## src/rtcs_pkg.sv

```systemverilog
// Purpose: shared constants for the clock supervisor control block
// Assumes: 250 MHz ref_clk, byte-wide register port
// Notes: counts derive from printed times; long counts are top parameters
package rtcs_pkg;
  localparam logic [7:0] OFS_HALT = 8'h01;
  localparam logic [7:0] OFS_CENT = 8'h03;
  localparam logic [7:0] OFS_TREC = 8'h04;
  localparam logic [7:0] OFS_YEAR = 8'h07;
  localparam logic [7:0] OFS_CTRL = 8'h08;
  localparam logic [7:0] OFS_DOG = 8'h09;
  localparam logic [7:0] OFS_ALM = 8'h0A;
  localparam logic [7:0] OFS_HTM = 8'h0C;
  localparam logic [7:0] OFS_FLAG = 8'h0F;
  localparam logic [7:0] OFS_IRQ_STAT = 8'h10;
  localparam logic [7:0] OFS_IRQ_CLR = 8'h11;
  localparam logic [7:0] OFS_IRQ_EN = 8'h12;
  localparam int unsigned B_CENT_EN = 7;
  localparam int unsigned B_CENT = 6;
  localparam int unsigned B_TREC = 7;
  localparam int unsigned B_HALT = 7;
  localparam int unsigned B_OUT = 7;
  localparam int unsigned B_TST = 6;
  localparam int unsigned B_APIN = 7;
  localparam int unsigned B_SQW_EN = 6;
  localparam int unsigned B_ABAK = 5;
  localparam int unsigned B_HTM = 6;
  localparam int unsigned B_WEAK = 4;
  localparam int unsigned B_PIN = 0;
  localparam int unsigned EV_WEAK = 0;
  localparam int unsigned EV_RECOV = 1;
  localparam int unsigned EV_CENT = 2;
  localparam int unsigned N_EV = 3;
  localparam logic RST_OUT = 1'b1;
  localparam logic RST_HALT = 1'b1;
  localparam logic RST_HTM = 1'b1;
  localparam logic RST_TREC = 1'b0;
  localparam logic [7:0] RST_DOG = 8'h00;
  localparam logic [7:0] RST_YEAR = 8'h00;
  localparam logic [7:0] YEAR_LAST = 8'h99;
  localparam logic [3:0] BCD_NINE = 4'h9;
  localparam int unsigned CLK_MHZ = 250;
  localparam int unsigned REC_A_US = 96000;
  localparam int unsigned REC_B_US = 40000;
  localparam int unsigned REC_C_US = 50;
  localparam longint unsigned DAY_HOURS = 24;
  localparam longint unsigned US_PER_HOUR = 64'hD693_A400;
  localparam logic [31:0] REC_A_CYC_D = 32'(REC_A_US * CLK_MHZ);
  localparam logic [31:0] REC_B_CYC_D = 32'(REC_B_US * CLK_MHZ);
  localparam logic [31:0] REC_C_CYC_D = 32'(REC_C_US * CLK_MHZ);
  localparam logic [47:0] DAY_CYC_D = 48'(DAY_HOURS * US_PER_HOUR * CLK_MHZ);
  typedef enum logic [1:0] {PWR_BACKUP, PWR_RECOV, PWR_RUN} rtcs_pwr_t;
endpackage : rtcs_pkg

```

## src/rtcs_sync.sv

```systemverilog
// Purpose: two-stage synchroniser for asynchronous level inputs
// Assumes: inputs are slow levels, not pulses
// Notes: first stage feeds only the second stage
`timescale 1ns/10ps
module rtcs_sync #(
  parameter int W = 1
) (
  input wire logic ref_clk, // clock
  input wire logic rst_b, // async reset, active low
  input wire logic [W-1:0] d_i, // async levels
  output logic [W-1:0] q_o // synchronised levels
);
  logic [W-1:0] meta_r;

  always_ff @(posedge ref_clk or negedge rst_b) begin
    if (!rst_b) begin
      meta_r <= '0;
      q_o <= '0;
    end else begin
      meta_r <= d_i;
      q_o <= meta_r;
    end
  end
endmodule : rtcs_sync

```

## src/rtcs_down_cnt.sv

```systemverilog
// Purpose: loadable down counter with a one-cycle expiry pulse
// Assumes: load value of at least one
// Notes: idles at zero until loaded again
`timescale 1ns/10ps
module rtcs_down_cnt #(
  parameter int W = 32
) (
  input wire logic ref_clk, // clock
  input wire logic rst_b, // async reset, active low
  input wire logic load_i, // start a new interval
  input wire logic [W-1:0] val_i, // interval length in cycles
  output logic expire_o // pulse at interval end
);
  logic [W-1:0] cnt_r;

  always_ff @(posedge ref_clk or negedge rst_b) begin
    if (!rst_b) begin
      cnt_r <= '0;
    end else if (load_i) begin
      cnt_r <= val_i;
    end else if (cnt_r != '0) begin
      cnt_r <= cnt_r - W'(1);
    end
  end

  // no load term here: a caller that reloads on expiry would close a loop
  assign expire_o = (cnt_r == W'(1));
endmodule : rtcs_down_cnt

```

## src/rtcs_supervisor.sv

```systemverilog
// Purpose: power sequencing, century bit, general output pin, cell check
// Assumes: analog comparators deliver async levels; year_tick is local
// Notes: registers refuse all access outside the running state
`timescale 1ns/10ps
module rtcs_supervisor
  import rtcs_pkg::*;
#(
  parameter logic [31:0] REC_A_CYC = REC_A_CYC_D, // select 0, halt 0
  parameter logic [31:0] REC_B_CYC = REC_B_CYC_D, // select 0, halt 1
  parameter logic [31:0] REC_C_CYC = REC_C_CYC_D, // select 1
  parameter logic [47:0] DAY_CYC = DAY_CYC_D // cell check interval
) (
  input wire logic ref_clk, // 250 MHz clock
  input wire logic rst_b, // async reset, active low
  input wire logic supply_ok, // supply above deselect threshold, async
  input wire logic fail_sense_low, // fail sense below reference, async
  input wire logic cell_low, // battery below weak level, async
  input wire logic year_tick, // pulse: date fields roll to new year
  input wire logic [7:0] addr, // register address
  input wire logic [7:0] wdata, // write data
  input wire logic wr, // write strobe
  input wire logic rd, // read strobe
  output logic [7:0] rdata, // read data, cycle after rd
  output logic fail_warn_output, // warning, low on failing supply
  output logic rst_out_o, // reset pin drive value, always 0
  output logic rst_out_oe, // reset pin pulled low while high
  input wire logic multi_function_pin_i, // pin level, async
  output logic multi_function_pin_o, // pin drive value, always 0
  output logic multi_function_pin_oe, // pin pulled low while high
  output logic irq // level interrupt
);
  logic [3:0] sync_q;
  logic supply_s;
  logic fail_low_s;
  logic cell_low_s;
  logic pin_s;
  rtcs_pwr_t pwr_r;
  rtcs_pwr_t pwr_nxt;
  logic pwr_up;
  logic rec_done;
  logic day_done;
  logic chk;
  logic init_pend_r;
  logic acc_ok;
  logic wr_ok;
  logic rd_ok;
  logic [31:0] rec_len;
  logic cent_en_r;
  logic cent_r;
  logic trec_r;
  logic halt_r;
  logic out_r;
  logic tst_r;
  logic apin_r;
  logic abak_r;
  logic sqw_en_r;
  logic htm_r;
  logic weak_r;
  logic [7:0] dog_r;
  logic [7:0] year_r;
  logic cent_roll;
  logic [N_EV-1:0] ev;
  logic [N_EV-1:0] irq_st_r;
  logic [N_EV-1:0] irq_en_r;
  logic [N_EV-1:0] irq_clr;
  logic gen_mode;
  logic [7:0] rd_nxt;

  rtcs_sync #(
    .W(4)
  ) u_sync (
    .ref_clk(ref_clk),
    .rst_b(rst_b),
    .d_i({supply_ok, fail_sense_low, cell_low, multi_function_pin_i}),
    .q_o(sync_q)
  );

  assign supply_s = sync_q[3];
  assign fail_low_s = sync_q[2];
  assign cell_low_s = sync_q[1];
  assign pin_s = sync_q[0];

  // power state: back-up, recovery, running
  always_comb begin
    pwr_nxt = pwr_r;
    case (pwr_r)
      PWR_BACKUP: begin
        if (supply_s) begin
          pwr_nxt = PWR_RECOV;
        end
      end
      PWR_RECOV: begin
        if (!supply_s) begin
          pwr_nxt = PWR_BACKUP;
        end else if (rec_done) begin
          pwr_nxt = PWR_RUN;
        end
      end
      PWR_RUN: begin
        if (!supply_s) begin
          pwr_nxt = PWR_BACKUP;
        end
      end
      default: begin
        pwr_nxt = PWR_BACKUP;
      end
    endcase
  end

  always_ff @(posedge ref_clk or negedge rst_b) begin
    if (!rst_b) begin
      pwr_r <= PWR_BACKUP;
    end else begin
      pwr_r <= pwr_nxt;
    end
  end

  assign pwr_up = (pwr_r == PWR_BACKUP) && supply_s;
  assign acc_ok = (pwr_r == PWR_RUN);
  assign wr_ok = wr && acc_ok;
  assign rd_ok = rd && acc_ok;

  // first power-up after reset uses the initial defaults
  always_ff @(posedge ref_clk or negedge rst_b) begin
    if (!rst_b) begin
      init_pend_r <= 1'b1;
    end else if (pwr_up) begin
      init_pend_r <= 1'b0;
    end
  end

  // length chosen from the bits as they will stand after defaults
  always_comb begin
    if (!init_pend_r && trec_r) begin
      rec_len = REC_C_CYC;
    end else if (init_pend_r || halt_r) begin
      rec_len = REC_B_CYC;
    end else begin
      rec_len = REC_A_CYC;
    end
  end

  rtcs_down_cnt #(
    .W(32)
  ) u_rec_cnt (
    .ref_clk(ref_clk),
    .rst_b(rst_b),
    .load_i(pwr_up),
    .val_i(rec_len),
    .expire_o(rec_done)
  );

  // daily interval restarts at each power-up
  rtcs_down_cnt #(
    .W(48)
  ) u_day_cnt (
    .ref_clk(ref_clk),
    .rst_b(rst_b),
    .load_i(pwr_up || day_done),
    .val_i(DAY_CYC),
    .expire_o(day_done)
  );

  // no check in back-up: the daily pulse is gated by supply
  assign chk = pwr_up || (day_done && supply_s);

  always_ff @(posedge ref_clk or negedge rst_b) begin
    if (!rst_b) begin
      weak_r <= 1'b0;
    end else if (chk) begin
      weak_r <= cell_low_s;
    end
  end

  // power-up defaults win over nothing: writes are refused then
  always_ff @(posedge ref_clk or negedge rst_b) begin
    if (!rst_b) begin
      trec_r <= RST_TREC;
      halt_r <= RST_HALT;
      out_r <= RST_OUT;
    end else if (pwr_up && init_pend_r) begin
      trec_r <= RST_TREC;
      halt_r <= RST_HALT;
      out_r <= RST_OUT;
    end else if (wr_ok) begin
      if (addr == OFS_TREC) begin
        trec_r <= wdata[B_TREC];
      end
      if (addr == OFS_HALT) begin
        halt_r <= wdata[B_HALT];
      end
      if (addr == OFS_CTRL) begin
        out_r <= wdata[B_OUT];
      end
    end
  end

  always_ff @(posedge ref_clk or negedge rst_b) begin
    if (!rst_b) begin
      tst_r <= 1'b0;
      apin_r <= 1'b0;
      abak_r <= 1'b0;
      sqw_en_r <= 1'b0;
      dog_r <= RST_DOG;
      htm_r <= RST_HTM;
    end else if (pwr_up) begin
      tst_r <= 1'b0;
      apin_r <= 1'b0;
      abak_r <= 1'b0;
      sqw_en_r <= 1'b0;
      dog_r <= RST_DOG;
      htm_r <= RST_HTM;
    end else if (wr_ok) begin
      if (addr == OFS_CTRL) begin
        tst_r <= wdata[B_TST];
      end
      if (addr == OFS_ALM) begin
        apin_r <= wdata[B_APIN];
        sqw_en_r <= wdata[B_SQW_EN];
        abak_r <= wdata[B_ABAK];
      end
      if (addr == OFS_DOG) begin
        dog_r <= wdata;
      end
      if (addr == OFS_HTM) begin
        htm_r <= wdata[B_HTM];
      end
    end
  end

  assign cent_roll = year_tick && (year_r == YEAR_LAST);

  // a write in the rollover cycle wins: software meant that value
  always_ff @(posedge ref_clk or negedge rst_b) begin
    if (!rst_b) begin
      year_r <= RST_YEAR;
    end else if (wr_ok && (addr == OFS_YEAR)) begin
      year_r <= wdata;
    end else if (cent_roll) begin
      year_r <= RST_YEAR;
    end else if (year_tick) begin
      if (year_r[3:0] == BCD_NINE) begin
        year_r <= {year_r[7:4] + 4'h1, 4'h0};
      end else begin
        year_r <= {year_r[7:4], year_r[3:0] + 4'h1};
      end
    end
  end

  always_ff @(posedge ref_clk or negedge rst_b) begin
    if (!rst_b) begin
      cent_en_r <= 1'b0;
      cent_r <= 1'b0;
    end else if (wr_ok && (addr == OFS_CENT)) begin
      cent_en_r <= wdata[B_CENT_EN];
      cent_r <= wdata[B_CENT];
    end else if (cent_roll && cent_en_r) begin
      cent_r <= !cent_r;
    end
  end

  // warning output per power state
  always_ff @(posedge ref_clk or negedge rst_b) begin
    if (!rst_b) begin
      fail_warn_output <= 1'b0;
    end else begin
      case (pwr_r)
        PWR_RUN: fail_warn_output <= !fail_low_s;
        PWR_RECOV: fail_warn_output <= 1'b1;
        default: fail_warn_output <= 1'b0;
      endcase
    end
  end

  always_ff @(posedge ref_clk or negedge rst_b) begin
    if (!rst_b) begin
      rst_out_oe <= 1'b1;
    end else begin
      rst_out_oe <= (pwr_r != PWR_RUN);
    end
  end

  assign rst_out_o = 1'b0;
  assign multi_function_pin_o = 1'b0;

  // alarm, test and watchdog drives are not built here; pin releases
  assign gen_mode = !tst_r && !apin_r && (dog_r == RST_DOG);

  always_ff @(posedge ref_clk or negedge rst_b) begin
    if (!rst_b) begin
      multi_function_pin_oe <= 1'b0;
    end else begin
      multi_function_pin_oe <= gen_mode && !out_r;
    end
  end

  // interrupt status: set beats clear in the same cycle
  assign ev[EV_WEAK] = chk && cell_low_s;
  assign ev[EV_RECOV] = rec_done && (pwr_r == PWR_RECOV) && supply_s;
  assign ev[EV_CENT] = cent_roll;
  assign irq_clr = (wr_ok && (addr == OFS_IRQ_CLR)) ? wdata[N_EV-1:0] : '0;

  always_ff @(posedge ref_clk or negedge rst_b) begin
    if (!rst_b) begin
      irq_st_r <= '0;
      irq_en_r <= '0;
    end else begin
      irq_st_r <= (irq_st_r & ~irq_clr) | ev;
      if (wr_ok && (addr == OFS_IRQ_EN)) begin
        irq_en_r <= wdata[N_EV-1:0];
      end
    end
  end

  always_ff @(posedge ref_clk or negedge rst_b) begin
    if (!rst_b) begin
      irq <= 1'b0;
    end else begin
      irq <= |(irq_st_r & irq_en_r);
    end
  end

  // read path; deselected or unmapped reads return zero
  always_comb begin
    rd_nxt = 8'h00;
    case (addr)
      OFS_HALT: rd_nxt[B_HALT] = halt_r;
      OFS_CENT: rd_nxt = {cent_en_r, cent_r, 6'h00};
      OFS_TREC: rd_nxt[B_TREC] = trec_r;
      OFS_YEAR: rd_nxt = year_r;
      OFS_CTRL: rd_nxt = {out_r, tst_r, 6'h00};
      OFS_DOG: rd_nxt = dog_r;
      OFS_ALM: rd_nxt = {apin_r, sqw_en_r, abak_r, 5'h00};
      OFS_HTM: rd_nxt[B_HTM] = htm_r;
      OFS_FLAG: rd_nxt = {3'h0, weak_r, 3'h0, pin_s};
      OFS_IRQ_STAT: rd_nxt[N_EV-1:0] = irq_st_r;
      OFS_IRQ_EN: rd_nxt[N_EV-1:0] = irq_en_r;
      default: rd_nxt = 8'h00;
    endcase
  end

  always_ff @(posedge ref_clk or negedge rst_b) begin
    if (!rst_b) begin
      rdata <= 8'h00;
    end else if (rd_ok) begin
      rdata <= rd_nxt;
    end else begin
      rdata <= 8'h00;
    end
  end
endmodule : rtcs_supervisor

```

## config.mk

```make
export PLATFORM = sky130hd
export DESIGN_NAME = rtcs_supervisor
export DESIGN_NICKNAME = d
export VERILOG_FILES = /design/src/rtcs_pkg.sv /design/src/rtcs_sync.sv /design/src/rtcs_down_cnt.sv /design/src/rtcs_supervisor.sv
export SDC_FILE = /design/constraint.sdc
export NUM_CORES = 1
export LEC_CHECK = 0
export BUFFER_PORTS_ARGS = -buffer_cell sky130_fd_sc_hd__buf_2
export CAP_MARGIN = 20
export CORE_ASPECT_RATIO = 1.1
export CORE_MARGIN = 10
export CORE_UTILIZATION = 37
export DETAILED_ROUTE_END_ITERATION = 10
export GPL_ROUTABILITY_DRIVEN = 0
export PLACE_DENSITY = 0.55
export SKIP_LAST_GASP = 1
export SYNTH_ARGS = -nofsm -noshare
export SYNTH_HDL_FRONTEND = slang
export SYNTH_HIERARCHICAL = 1
export SYNTH_SLANG_ARGS = --single-unit
```

## constraint.sdc

```tcl
create_clock -name ref_clk -period 2.9 [get_ports ref_clk]
set_clock_uncertainty 0.2 [all_clocks]
set_input_delay 0.29 -clock ref_clk [delete_from_list [all_inputs] [get_ports ref_clk]]
set_output_delay 0.29 -clock ref_clk [all_outputs]
set_load 0.01 [all_outputs]
```

==> results.json <==
{
  "status": "finished, final reports clean",
  "num_antenna_cells": 0,
  "syn_to_final_growth_pct": 21.6,
  "whs_endpoint": "year_r[0]$_DFFE_PN0P_",
  "synth_area_um2": 7790,
  "antenna_found_initial": 0,
  "cts_tree": "built",
  "worstHoldStart": "year_tick",
  "worst-slew-pin-transition_ns": 0.794,
  "relSlewSlack": 0.463,
  "vias": 6401,
  "initial_core_util": 0.377,
  "yosysWarnings": 6,
  "clock_latency_ns": 0.43,
  "clockRootBuffer": "clkbuf_16",
  "hold_violations": 0,
  "power_density_nw_per_um2": 800,
  "final_cells": 1237,
  "rsz0062_at_grt": "true",
  "numCtsBuffers": 17,
  "grt_overflow": 0,
  "tns_ns": 0,
  "io_buffers": 36,
  "die_w_um": 158,
  "fmaxAchievable_mhz": 357,
  "utilization": 0.459,
  "synth-seq-cells": 136,
  "final_area_um2": 9470,
  "fp-row-count": 55,
  "hold_path_depth": 3,
  "die_area_um2": 27300,
  "async_flop_share": 1.00,
  "ant_nets": 0,
  "coreArea_um2": 20600,
  "route.detailed.drc": 0,
  "clock_sinks": 136,
  "maxCapViolCount": 0,
  "vdd_drop_max_mv": 0.424,
  "dp.cells": 1190,
  "worst_slack_ns": 0.0994,
  "htreeDepth": 4,
  "period_needed_ns": 2.80,
  "period_share": 0.966,
  "drt-initial-drc-count": 356,
  "synth_edf_count": 0,
  "synth.distinct_cells": 74,
  "grt_max_degree": 51,
  "routed_wl_um": 19000,
  "timing.rr.start": "u_day_cnt/cnt_r[36]$_DFFE_PN0P_",
  "arrival_ns": 2.90,
  "placed_area_um2": 8670,
  "clk_path_buf_depth": 2,
  "worstPathRequired_ns": 3.00,
  "die_height_um": 172,
  "final-setup-viol-count": 0,
  "critical_path_class": "reg -> reg",
  "dp_hpwl_um": 13200,
  "viasPerCell": 5.17,
  "cp-end-kind": "register",
  "drive_gt1_frac": 0.173,
  "clk_pin_slew_ns": 0.06,
  "avgSynthCellArea_um2": 9.28,
  "ys.flop_type": "dfrtp_1",
  "r2r_end": "u_day_cnt/cnt_r[27]$_DFFE_PN0P_",
  "r2r_cells": 8,
  "post-place-ws_ns": 0.0742,
  "slew_violations": 0,
  "grt_pass1_vias": 6463,
  "wire_per_inst_um": 15.3,
  "nets": 1006,
  "critPathLaunchType": "register",
  "path_max_fanout": 17,
  "ios": 39,
  "grt_use_total": 0.147,
  "r2r_slack_ns": 0.1,
  "fillers": 2039,
  "yosysSeqAreaShare": 0.438,
  "grt_pass1_wl_um": 32500,
  "p_leak_nw": 3.95,
  "firstDrtPassIters": 5,
  "min_path_type": "in -> reg",
  "synthCells": 839
}
[worst max path at each step]
stage | start | to | slack [ns] | cells past startpoint
6_report | u_day_cnt/cnt_r[36]$_DFFE_PN0P_ | u_day_cnt/cnt_r[27]$_DFFE_PN0P_ | 0.1 | 8
5_1_grt | u_day_cnt/cnt_r[36]$_DFFE_PN0P_ | u_day_cnt/cnt_r[27]$_DFFE_PN0P_ | -0.01 | 8
4_1_cts | u_day_cnt/cnt_r[36]$_DFFE_PN0P_ | u_day_cnt/cnt_r[27]$_DFFE_PN0P_ | 0.06 | 8
3_5_place_dp | u_day_cnt/cnt_r[36]$_DFFE_PN0P_ | u_day_cnt/cnt_r[27]$_DFFE_PN0P_ | 0.07 | 8
3_3_place_gp | u_day_cnt/cnt_r[36]$_DFFE_PN0P_ | u_day_cnt/cnt_r[27]$_DFFE_PN0P_ | 0.11 | 8
2_1_floorplan | u_day_cnt/cnt_r[36]$_DFFE_PN0P_ | u_day_cnt/cnt_r[30]$_DFFE_PN0P_ | 0.002 | 11
[registers in the layout, summed over array words and instances (netlist names), 2 cells and up]
name	cells
u_day_cnt/cnt_r	48
u_rec_cnt/cnt_r	32
dog_r	8
rdata	8
year_r	8
u_sync/meta_r	4
u_sync/q_o	4
irq_en_r	3
irq_st_r	3
pwr_r	2
[cell families after synthesis]
kind of cell,synth area share
and+or+nand+nor,0.258
AOI/OAI and AO/OA,0.150
DFF,0.438
buffers and inverters,0.0419
xor gates and xnor gates,0.0495
muxes,0.0414
adders and majority gates,0.0209
other,0.000964
[worst max-delay path: stages (launching register included)]
cell and delay (ns):
dfrtp_1 0.40, or4_4 0.55, or4b_4 0.54, nor2_2 0.14, and3_1 0.19, or2_4 0.17, buf_12 0.14, nor3_1 0.05
a221o_1 0.31
[through the flow]
stage / total power, W / hold WS [ns]
after CTS: 0.00764 / 0.0734
after detailed placement: 0.00524 / 0.0705
after floorplan: 0.00458 / -0.206
after global placement: 0.00521 / 0.0606
after global routing: 0.00815 / 0.104
final: 0.00758 / 0.0749
[cells in the mapped netlist (3+ instances only)]
cell type,instances,share of area
nor4_2,6,0.0096
a31oi_1,6,0.0048
dfrtp_1,131,0.42
a211oi_1,3,0.0029
nor4_1,29,0.023
and4b_1,4,0.0051
nand2b_1,11,0.0088
clkbuf_1,31,0.015
nand3_1,15,0.0096
buf_2,6,0.0039
o22ai_1,4,0.0032
o21ai_0,64,0.041
ha_1,13,0.021
nand4b_1,5,0.0056
a311oi_1,3,0.0034
o21ai_1,6,0.0039
xnor2_1,31,0.035
a22o_1,3,0.0034
nor2_1,59,0.028
dfstp_2,5,0.017
or3_1,16,0.013
inv_1,23,0.011
nor3_1,46,0.030
o21a_1,7,0.0067
and2_1,7,0.0056
a21oi_1,50,0.032
or4_4,7,0.010
o211a_1,9,0.012
mux2i_1,21,0.027
nor3b_1,6,0.0058
or2_2,9,0.0072
buf_4,4,0.0039
nor2b_1,6,0.0048
or4_1,12,0.012
a22oi_1,7,0.0067
buf_6,5,0.0072
nand2_1,77,0.037
o211ai_1,4,0.0039
mux2_2,10,0.014
nand4_1,10,0.0080
and3_1,6,0.0048
xor2_1,13,0.015
[metal layers]
layer	vias up	share of wire	global-route usage	wire length, um
met3	16	0.031	0.0301	592
met2	71	0.48	0.242	9180
met1	3072	0.47	0.190	8990
li1	3242	-	-	-
met5	-	0	0	0
met4	0	0.011	0.0468	210
[what timing repair did]
item,in CTS,in global routing
endpoints found under the setup margin,0,34
endpoints found under the hold margin,67,0
setup buffers,0,2
hold buffers,13,0
resized for setup,0,7
[area by class of cell]
type                    instances  area (um^2)  share of cell area
well taps                     256          320              0.0338
flip-flops and latches        136         3410               0.360
clock buffers                  18          439              0.0464
repair buffers                 94          703              0.0742
inverters                      23         86.3             0.00911
clock inverters                14          198              0.0209
multi-input cells             696         4320               0.456
[layout by cell type, fill, tap and decap left out, drive strengths merged, types with 13 or more instances in the layout]
cell type and instances:
buf 81, clkbuf 18, xnor2 31, xor2 13, conb 66, nand2 77
dlygate4sd3 13, or3 16, or4 19, inv 24, nand3 15, nor2 61
nor3 48, mux2i 21, ha 13, nor4 37, o21ai 71, dfrtp 131
a21oi 52
[report_power, final]
part | switching, W | internal, W
sequential | 0.000671 | 0.00248
clock | 0.000876 | 0.00147
combinational | 0.00107 | 0.00102
total | 0.00262 | 0.00497
Note: power is estimated with default switching activity, not from simulation.
